### src/common/bus_pins_pkg.sv
package bus_pins_pkg;
  localparam int          PORT_W        = 8;
  localparam int          ADDR_W        = 16;
  localparam int          PHI_DIV       = 4;
  localparam logic [1:0]  PHI_HIGH_PH   = 2'h2;
  localparam logic [1:0]  STROBE_PH     = 2'h2;
  localparam int          RESET_MIN_NS  = 2000;
  localparam int          CLK_NS        = 10;
  localparam int          RESET_MIN_CYC = (RESET_MIN_NS + CLK_NS - 1) / CLK_NS;
  localparam logic [7:0]  DIR_RESET     = 8'h00;
  localparam logic [7:0]  PORT_RESET    = 8'h00;
  localparam logic [4:0]  CTRL_MASK_RST = 5'h00;
  localparam int          CTRL_LSB      = 3;
  localparam logic [2:0]  MF_SEL_IO     = 3'h0;
  typedef enum logic [1:0] {MODE_SINGLE, MODE_MEMEXP, MODE_MICRO} proc_mode_e;
endpackage

### src/common/cpu_bus_if.sv
`timescale 1ns/10ps
interface cpu_bus_if;
  logic        req;
  logic        wr;
  logic        fetch;
  logic [15:0] addr;
  logic [7:0]  wdata;
  logic [7:0]  rdata;
  logic        done;
  logic [1:0]  phase;
  modport core (output req, output wr, output fetch, output addr,
                output wdata, input rdata, input done, input phase);
  modport seq  (input req, input wr, input fetch, input addr,
                input wdata, output rdata, output done, output phase);
endinterface

### src/hdl/mcu_external_bus_pins.sv
`timescale 1ns/10ps
// Functional notes
// Reset source holds reset low over 2 us.
// Timing output is oscillator divided by four.
// Fetch marker high during opcode fetch cycles.
// Direction high on read, low on write.
// Low address byte on low-address port.
// High address byte on high-address port.
// Data port is bidirectional external data bus.
// Single-chip: per-bit direction, push-pull ports.
// Slave mode: slave data port is bus.
// Slave mode: upper control pins form bus.
// Multifunction port pins selectable by software.
// Read strobe low while reading data.
// Write strobe low while writing data.
// Peripheral reset output high during reset.
// Board ties processor-mode pin to rail.
// Master buffer: separate input, output bytes.
// Strobes in high phase, address stable.
// Reset keeps pins idle, marker low.
module mcu_external_bus_pins
(
  input  wire logic        core_clk,
  input  wire logic        arst_n,
  input  wire logic        processor_mode_pin,
  input  wire logic        mem_expand_sel,
  input  wire logic        core_req,
  input  wire logic        core_wr,
  input  wire logic        core_fetch,
  input  wire logic [15:0] core_addr,
  input  wire logic [7:0]  core_wdata,
  output logic [7:0]       core_rdata,
  output logic             core_done,
  input  wire logic [7:0]  port_dir [0:6],
  input  wire logic [7:0]  port_wdata [0:6],
  output logic [7:0]       port_rdata [0:6],
  input  wire logic        slave_mode_sel,
  input  wire logic [2:0]  ext_int_sel,
  output logic [2:0]       ext_int_level,
  input  wire logic [2:0]  mf_func_sel [0:7],
  input  wire logic [7:0]  mf_func_out,
  input  wire logic [7:0]  mf_func_oe,
  input  wire logic        host_out_wr,
  input  wire logic [7:0]  host_out_data,
  input  wire logic        host_in_rd,
  output logic [7:0]       host_in_data,
  output logic             host_in_full,
  output logic             host_out_full,
  input  wire logic [7:0]  pin_in [0:6],
  output logic [7:0]       pin_out [0:6],
  output logic [7:0]       pin_oe [0:6],
  output logic             phi_out,
  output logic             sync_out,
  output logic             rw_out,
  output logic             rd_n,
  output logic             wr_n,
  output logic             peripheral_reset_out
);
  // Port indices: 0 low address, 1 high address, 2 data,
  // 3 multifunction, 4 analog input, 5 slave data, 6 slave control.
  cpu_bus_if cb ();
  logic [7:0] s1_reg [0:6];
  logic [7:0] s2_reg [0:6];
  logic [7:0] s3_reg [0:6];
  logic [7:0] pin_val_reg [0:6];
  logic [7:0] pin_val_next [0:6];
  logic       mode_s1_reg;
  logic       mode_s2_reg;
  logic       mode_reg;
  logic       mode_val_reg;
  logic       rst_out_reg;
  logic       bus_mode;
  logic [15:0] ext_addr;
  logic [7:0]  ext_wdata;
  logic        ext_oe;
  logic [7:0]  in_buf_reg;
  logic [7:0]  out_buf_reg;
  logic        in_full_reg;
  logic        out_full_reg;
  logic        prev_cs_reg;
  wire         m_cs_n   = pin_val_reg[6][3];
  wire         m_rd_n   = pin_val_reg[6][4];
  wire         m_wr_n   = pin_val_reg[6][5];
  wire         m_a0     = pin_val_reg[6][6];
  wire         m_access = prev_cs_reg & ~m_cs_n;
  wire         m_write  = m_access & ~m_wr_n & ~m_a0;
  wire         m_read   = m_access & ~m_rd_n & ~m_a0;
  wire         mode_next = (mode_s2_reg & mode_reg) |
                           (mode_val_reg & (mode_s2_reg | mode_reg));

  assign cb.req   = core_req & bus_mode;
  assign cb.wr    = core_wr;
  assign cb.fetch = core_fetch;
  assign cb.addr  = core_addr;
  assign cb.wdata = core_wdata;
  assign core_rdata = cb.rdata;
  assign core_done  = cb.done;

  // Read data comes from the filter's next value, since the filtered
  // register would still hold the previous byte at the capture edge.
  bus_cycle_seq u_seq
  (
    .core_clk     (core_clk),
    .arst_n       (arst_n),
    .bus          (cb.seq),
    .data_in_sync (pin_val_next[2]),
    .phi_out      (phi_out),
    .sync_out     (sync_out),
    .rw_out       (rw_out),
    .rd_n         (rd_n),
    .wr_n         (wr_n),
    .addr_out     (ext_addr),
    .data_out     (ext_wdata),
    .data_oe      (ext_oe)
  );

  // Mode pin is sampled after reset release; a flop cannot load it async.
  always_ff @(posedge core_clk or negedge arst_n)
  begin
    if (!arst_n)
    begin
      mode_s1_reg <= 1'b0;
      mode_s2_reg <= 1'b0;
      mode_reg    <= 1'b0;
      mode_val_reg <= 1'b0;
      rst_out_reg <= 1'b1;
    end
    else
    begin
      mode_s1_reg <= processor_mode_pin;
      mode_s2_reg <= mode_s1_reg;
      mode_reg    <= mode_s2_reg;
      mode_val_reg <= mode_next;
      rst_out_reg <= 1'b0;
    end
  end
  assign peripheral_reset_out = rst_out_reg;
  assign bus_mode = (mode_val_reg | mem_expand_sel) & ~rst_out_reg;

  genvar p;
  for (p = 0; p < 7; p++)
  begin : g_sync
    always_ff @(posedge core_clk or negedge arst_n)
    begin
      if (!arst_n)
      begin
        s1_reg[p]      <= 8'h00;
        s2_reg[p]      <= 8'h00;
        s3_reg[p]      <= 8'h00;
        pin_val_reg[p] <= 8'h00;
      end
      else
      begin
        s1_reg[p] <= pin_in[p];
        s2_reg[p] <= s1_reg[p];
        s3_reg[p] <= s2_reg[p];
        pin_val_reg[p] <= pin_val_next[p];
      end
    end
    assign pin_val_next[p] = (s2_reg[p] & s3_reg[p]) |
                             (pin_val_reg[p] & (s2_reg[p] | s3_reg[p]));
    assign port_rdata[p] = pin_val_reg[p];
  end

  // Each buffer byte has its own flag; a same-cycle fill beats a drain.
  always_ff @(posedge core_clk or negedge arst_n)
  begin
    if (!arst_n)
    begin
      in_buf_reg   <= 8'h00;
      out_buf_reg  <= 8'h00;
      in_full_reg  <= 1'b0;
      out_full_reg <= 1'b0;
      prev_cs_reg  <= 1'b1;
    end
    else
    begin
      prev_cs_reg <= m_cs_n;
      if (slave_mode_sel && m_write)
      begin
        in_buf_reg  <= pin_val_reg[5];
        in_full_reg <= 1'b1;
      end
      else if (host_in_rd)
      begin
        in_full_reg <= 1'b0;
      end
      if (host_out_wr)
      begin
        out_buf_reg  <= host_out_data;
        out_full_reg <= 1'b1;
      end
      else if (slave_mode_sel && m_read)
      begin
        out_full_reg <= 1'b0;
      end
    end
  end
  assign host_in_data  = in_buf_reg;
  assign host_in_full  = in_full_reg;
  assign host_out_full = out_full_reg;

  wire m_drive = slave_mode_sel & ~m_cs_n & ~m_rd_n;
  wire [7:0] mf_oe;
  wire [7:0] mf_out;
  for (p = 0; p < 8; p++)
  begin : g_mf
    wire alt = (mf_func_sel[p] != bus_pins_pkg::MF_SEL_IO);
    assign mf_oe[p]  = alt ? mf_func_oe[p] : port_dir[3][p];
    assign mf_out[p] = alt ? mf_func_out[p] : port_wdata[3][p];
  end

  assign ext_int_level = pin_val_reg[6][2:0] & ext_int_sel;

  always_comb
  begin
    for (int i = 0; i < 7; i++)
    begin
      pin_out[i] = port_wdata[i];
      pin_oe[i]  = rst_out_reg ? 8'h00 : port_dir[i];
    end
    pin_oe[4] = 8'h00;
    if (bus_mode)
    begin
      pin_out[0] = ext_addr[7:0];
      pin_oe[0]  = 8'hFF;
      pin_out[1] = ext_addr[15:8];
      pin_oe[1]  = 8'hFF;
      pin_out[2] = ext_wdata;
      pin_oe[2]  = {8{ext_oe}};
    end
    if (!rst_out_reg)
    begin
      pin_out[3] = mf_out;
      pin_oe[3]  = mf_oe;
    end
    if (slave_mode_sel && !rst_out_reg)
    begin
      pin_out[5] = out_buf_reg;
      pin_oe[5]  = {8{m_drive}};
      pin_oe[6]  = {5'h00, port_dir[6][2:0] & ~ext_int_sel};
    end
  end
endmodule

### src/hdl/bus_cycle_seq.sv
`timescale 1ns/10ps
module bus_cycle_seq
(
  input  wire logic        core_clk,
  input  wire logic        arst_n,
  cpu_bus_if.seq           bus,
  input  wire logic [7:0]  data_in_sync,
  output logic             phi_out,
  output logic             sync_out,
  output logic             rw_out,
  output logic             rd_n,
  output logic             wr_n,
  output logic [15:0]      addr_out,
  output logic [7:0]       data_out,
  output logic             data_oe
);
  logic [1:0]  phase_reg;
  logic        active_reg;
  logic        wr_reg;
  logic        fetch_reg;
  logic [15:0] addr_reg;
  logic [7:0]  wdata_reg;
  logic [7:0]  rdata_reg;
  wire         cycle_end = (phase_reg == 2'h3);
  wire         strobe_ph = (phase_reg == bus_pins_pkg::STROBE_PH) ||
                           (phase_reg == 2'h3);

  // Requests are latched only at cycle start so address stays stable.
  always_ff @(posedge core_clk or negedge arst_n)
  begin
    if (!arst_n)
    begin
      phase_reg  <= 2'h0;
      active_reg <= 1'b0;
      wr_reg     <= 1'b0;
      fetch_reg  <= 1'b0;
      addr_reg   <= 16'h0000;
      wdata_reg  <= 8'h00;
      rdata_reg  <= 8'h00;
    end
    else
    begin
      phase_reg <= phase_reg + 2'h1;
      if (phase_reg == 2'h3)
      begin
        active_reg <= bus.req;
        wr_reg     <= bus.req & bus.wr;
        fetch_reg  <= bus.req & bus.fetch & ~bus.wr;
        if (bus.req)
        begin
          addr_reg  <= bus.addr;
          wdata_reg <= bus.wdata;
        end
      end
      if (active_reg && !wr_reg && cycle_end)
      begin
        rdata_reg <= data_in_sync;
      end
    end
  end

  assign phi_out   = phase_reg[1];
  assign sync_out  = active_reg & fetch_reg;
  assign rw_out    = ~(active_reg & wr_reg);
  assign rd_n      = ~(active_reg & ~wr_reg & strobe_ph);
  assign wr_n      = ~(active_reg & wr_reg & strobe_ph);
  assign addr_out  = addr_reg;
  assign data_out  = wdata_reg;
  assign data_oe   = active_reg & wr_reg;
  assign bus.rdata = rdata_reg;
  assign bus.done  = active_reg & cycle_end;
  assign bus.phase = phase_reg;
endmodule

### config.mk
export PLATFORM = sky130hd
export DESIGN_NAME = mcu_external_bus_pins
export DESIGN_NICKNAME = d
export VERILOG_FILES = /design/src/common/bus_pins_pkg.sv /design/src/common/cpu_bus_if.sv /design/src/hdl/mcu_external_bus_pins.sv /design/src/hdl/bus_cycle_seq.sv
export SDC_FILE = /design/constraint.sdc
export NUM_CORES = 1
export LEC_CHECK = 0
export BUFFER_PORTS_ARGS = -buffer_cell sky130_fd_sc_hd__buf_2
export CORE_AREA = 4 4 171 173
export DETAILED_ROUTE_END_ITERATION = 7
export DIE_AREA = 0 0 175 177
export PLACE_DENSITY = 0.65
export SLEW_MARGIN = 20
export SYNTH_ARGS = -nofsm -noshare
export SYNTH_HDL_FRONTEND = slang
export SYNTH_SLANG_ARGS = --single-unit
### constraint.sdc
create_clock -name core_clk -period 1.95 [get_ports core_clk]
set_input_delay 0.585 -clock core_clk [delete_from_list [all_inputs] [get_ports core_clk]]
set_output_delay 0.585 -clock core_clk [all_outputs]
set_load 0.05 [all_outputs]
==> results.toml <==
[status]
outcome = "finished, violations left"
violations = "negative setup slack"

[sta]
max_slew_margin = 0.649
fin_crit_sh = 1.39
setup_ws_ps = -754
fmax_mhz = 370
slew_viol_final = 0
hold_viol = 0
period_minus_slack_ps = 2700
rsz0062_at_grt = "true"
fin_worst_skew_ps = 11.9
setup_viol_count_final = 96
worstMarginPinSlew_ps = 522
setup_tns_ps = -50580

[flow_run]
max_cap_violations = 0

[setup_path]
path_max_fanout = 5
cp.required_ps = 1360
r2r.worst_path.cells = 7
worstSetupPathType = "reg -> out"
startpoint_type = "register"
rrSetupSlack_ps = -20
r2r-start = "peripheral_reset_out"
path_cells = "o21bai_4 -> buf_12 -> buf_16 -> mux2_4 -> buf_8"
path_delay_family = "flip-flops"
slowest_stage = "dfstp_4"
r2r-end = "u_seq.addr_out[12]"
crit_path_max_incr_delay_ps = 650
path_buf_inv = 3
endpoint_kind = "output port"
worstPathArrival_ps = 2120

[global_routing]
grt.overflow.total = 0
grt_usage = 0.162
antenna_found_initial = 14
grt_max_degree = 52
grt_pass1_vias = 6883
grt_first_pass_wirelength_mm = 39.3

[detailed_routing]
vias = 6455
first_iter_violations = 186
drc = 0
drt-total-wl_mm = 27.6
ant_nets = 0
drt-wirelength-per-cell_um = 18.8
first_pass_iters = 4
viasPerCell = 4.39

[hold_path]
min_to = "mode_s1_reg"
hold_depth = 1
hold_path_class = "in -> reg"
min-delay-start = "processor_mode_pin"

[cts]
clk_latency_ps = 530
cts-htree-levels = 1
clockRootBuffer = "clkbuf_16"
ctsLongestPathBuffers = 3
cts_tree = "yes"
clkTransAtPathRegs_ps = 70
cts.sinks = 285
numCtsBuffers = 28

[pwr]
ir_worst_vdd_uv = 1000
p_leak_nw = 7.30
power.density_nw_per_um2 = 1050
design_power_total_mw = 15.9

[yosys]
synth_cell_types = 31
syn_area_sq_um = 9700
avgSynthCellArea_sq_um = 16.3
syn-instance-count = 594
yosysSeqAreaShare = 0.735
ys_warn_count = 0
ys_seq_elements = 285

[final_layout]
multiInputGateArea_sq_um = 3000
regArea_sq_um = 7140
fill_cells = 2230
synthToLayoutAreaGrowth_pct = 56.9
nets = 1315
drive_above_1_share = 0.638

[die]
core_sq_um = 27600
dieArea_sq_um = 31000
die_h_um = 177
ioPinCount = 449
start_util = 0.351
fp.dieW_um = 175
rows = 61

[placed_design]
place_hpwl_mm = 20.2
numPortBuffers = 400
gp_congestion = 0.885
[cell usage in the layout (no fill, tap or decap), types with 8 or more instances in the layout]
cell type / n
a21o_2: 9
buf_12: 16
buf_2: 301
buf_4: 28
buf_6: 69
buf_8: 37
clkbuf_16: 31
conb_1: 9
dfrtp_1: 279
diode_2: 9
maj3_1: 57
mux2_2: 29
mux2_4: 59
mux2i_1: 8
nor2_2: 9
nor2_4: 39
nor3_1: 8
[stage by stage]
step	area, sq um	instances	utilization	hold slack, ps	setup WS, ps
floorplan	10300	602	-	289	-167
global placement	12800	1380	0.464	332	-366
detailed placement	12800	1380	0.464	335	-402
CTS	14800	1454	0.535	133	-774
global route	15200	1469	0.551	133	-803
finish	15200	1469	0.551	153	-754
[routing by layer]
layer	up-vias	global-route usage	wire, um
met5	-	0	61
met2	283	0.278	13900
met4	8	0.0576	952
li1	2930	-	-
met3	72	0.0645	2680
met1	3162	0.185	10000
[logic make-up (layout without fill, tap and decap cells)]
| family | count (synthesis) | count (layout) | share of synthesized area |
|---|---|---|---|
| simple gates | 81 | 82 | 0.0406 |
| compound gates | 27 | 27 | 0.0222 |
| buf+inv | 45 | 524 | 0.0299 |
| other cells | 1 | 18 | 0.000386 |
| mux | 96 | 96 | 0.110 |
| fa+ha+maj | 59 | 59 | 0.0614 |
| flops | 285 | 285 | 0.735 |
[final cells by class]
cell class,count,share of cell area
flip-flops and latches,285,0.469
repair buffers,464,0.234
multi-input cells,273,0.197
clock buffers,40,0.0543
well taps,378,0.0311
clock inverters,12,0.0111
inverters,8,0.00197
diodes,9,0.00148
[synthesized netlist by cell type]
| cell type | count | area share |
|---|---|---|
| or2_2 | 1 | 0.00065 |
| and2_1 | 10 | 0.0064 |
| a32o_1 | 1 | 0.0010 |
| nor3_4 | 1 | 0.0017 |
| dfrtp_1 | 283 | 0.73 |
| a211oi_1 | 3 | 0.0023 |
| mux2_2 | 88 | 0.10 |
| a22o_1 | 1 | 0.00090 |
| nor2b_1 | 1 | 0.00065 |
| o21ai_0 | 1 | 0.00052 |
| nand2b_2 | 1 | 0.00090 |
| buf_6 | 2 | 0.0023 |
| ha_1 | 2 | 0.0026 |
| buf_2 | 7 | 0.0036 |
| o21bai_4 | 1 | 0.0019 |
| nor2_1 | 50 | 0.019 |
| nor2_4 | 1 | 0.0012 |
| inv_1 | 8 | 0.0031 |
| mux2i_1 | 8 | 0.0083 |
| o31ai_1 | 1 | 0.00077 |
| dfstp_2 | 2 | 0.0054 |
| a21o_1 | 18 | 0.014 |
| clkbuf_1 | 2 | 0.00077 |
| nor3_1 | 9 | 0.0046 |
| buf_4 | 26 | 0.020 |
| maj3_1 | 57 | 0.059 |
| conb_1 | 1 | 0.00039 |
| o211ai_1 | 1 | 0.00077 |
| nand2b_1 | 3 | 0.0019 |
| nand2_1 | 3 | 0.0012 |
| nor2_8 | 1 | 0.0021 |
[power by group]
part	switching, mW	total, mW	internal (mW)
clock network	2.17	5.65	3.48
logic	2.23	3.57	1.34
registers	0.276	6.72	6.44
[worst max path at each step]
stage / from / end / slack [ps] / cells past startpoint
floorplan: u_seq.bus.phase[1] / wr_n / -170 / 2
global placement: slave_mode_sel / pin_oe[8] / -370 / 4
detailed placement: slave_mode_sel / pin_oe[8] / -400 / 4
CTS: peripheral_reset_out / pin_out[50] / -770 / 5
global route: peripheral_reset_out / pin_out[45] / -800 / 5
finish: peripheral_reset_out / pin_out[53] / -750 / 5
[timing repair]
item                                   CTS  global route
hold buffers                             1             0
pin swaps                               19            16
endpoints found under the hold margin   30             0
setup endpoints to repair               98           121
setup buffers                           19            10
cloned                                   4             3
gates resized for setup                220           111
Note: power is estimated with default switching activity, not from simulation.
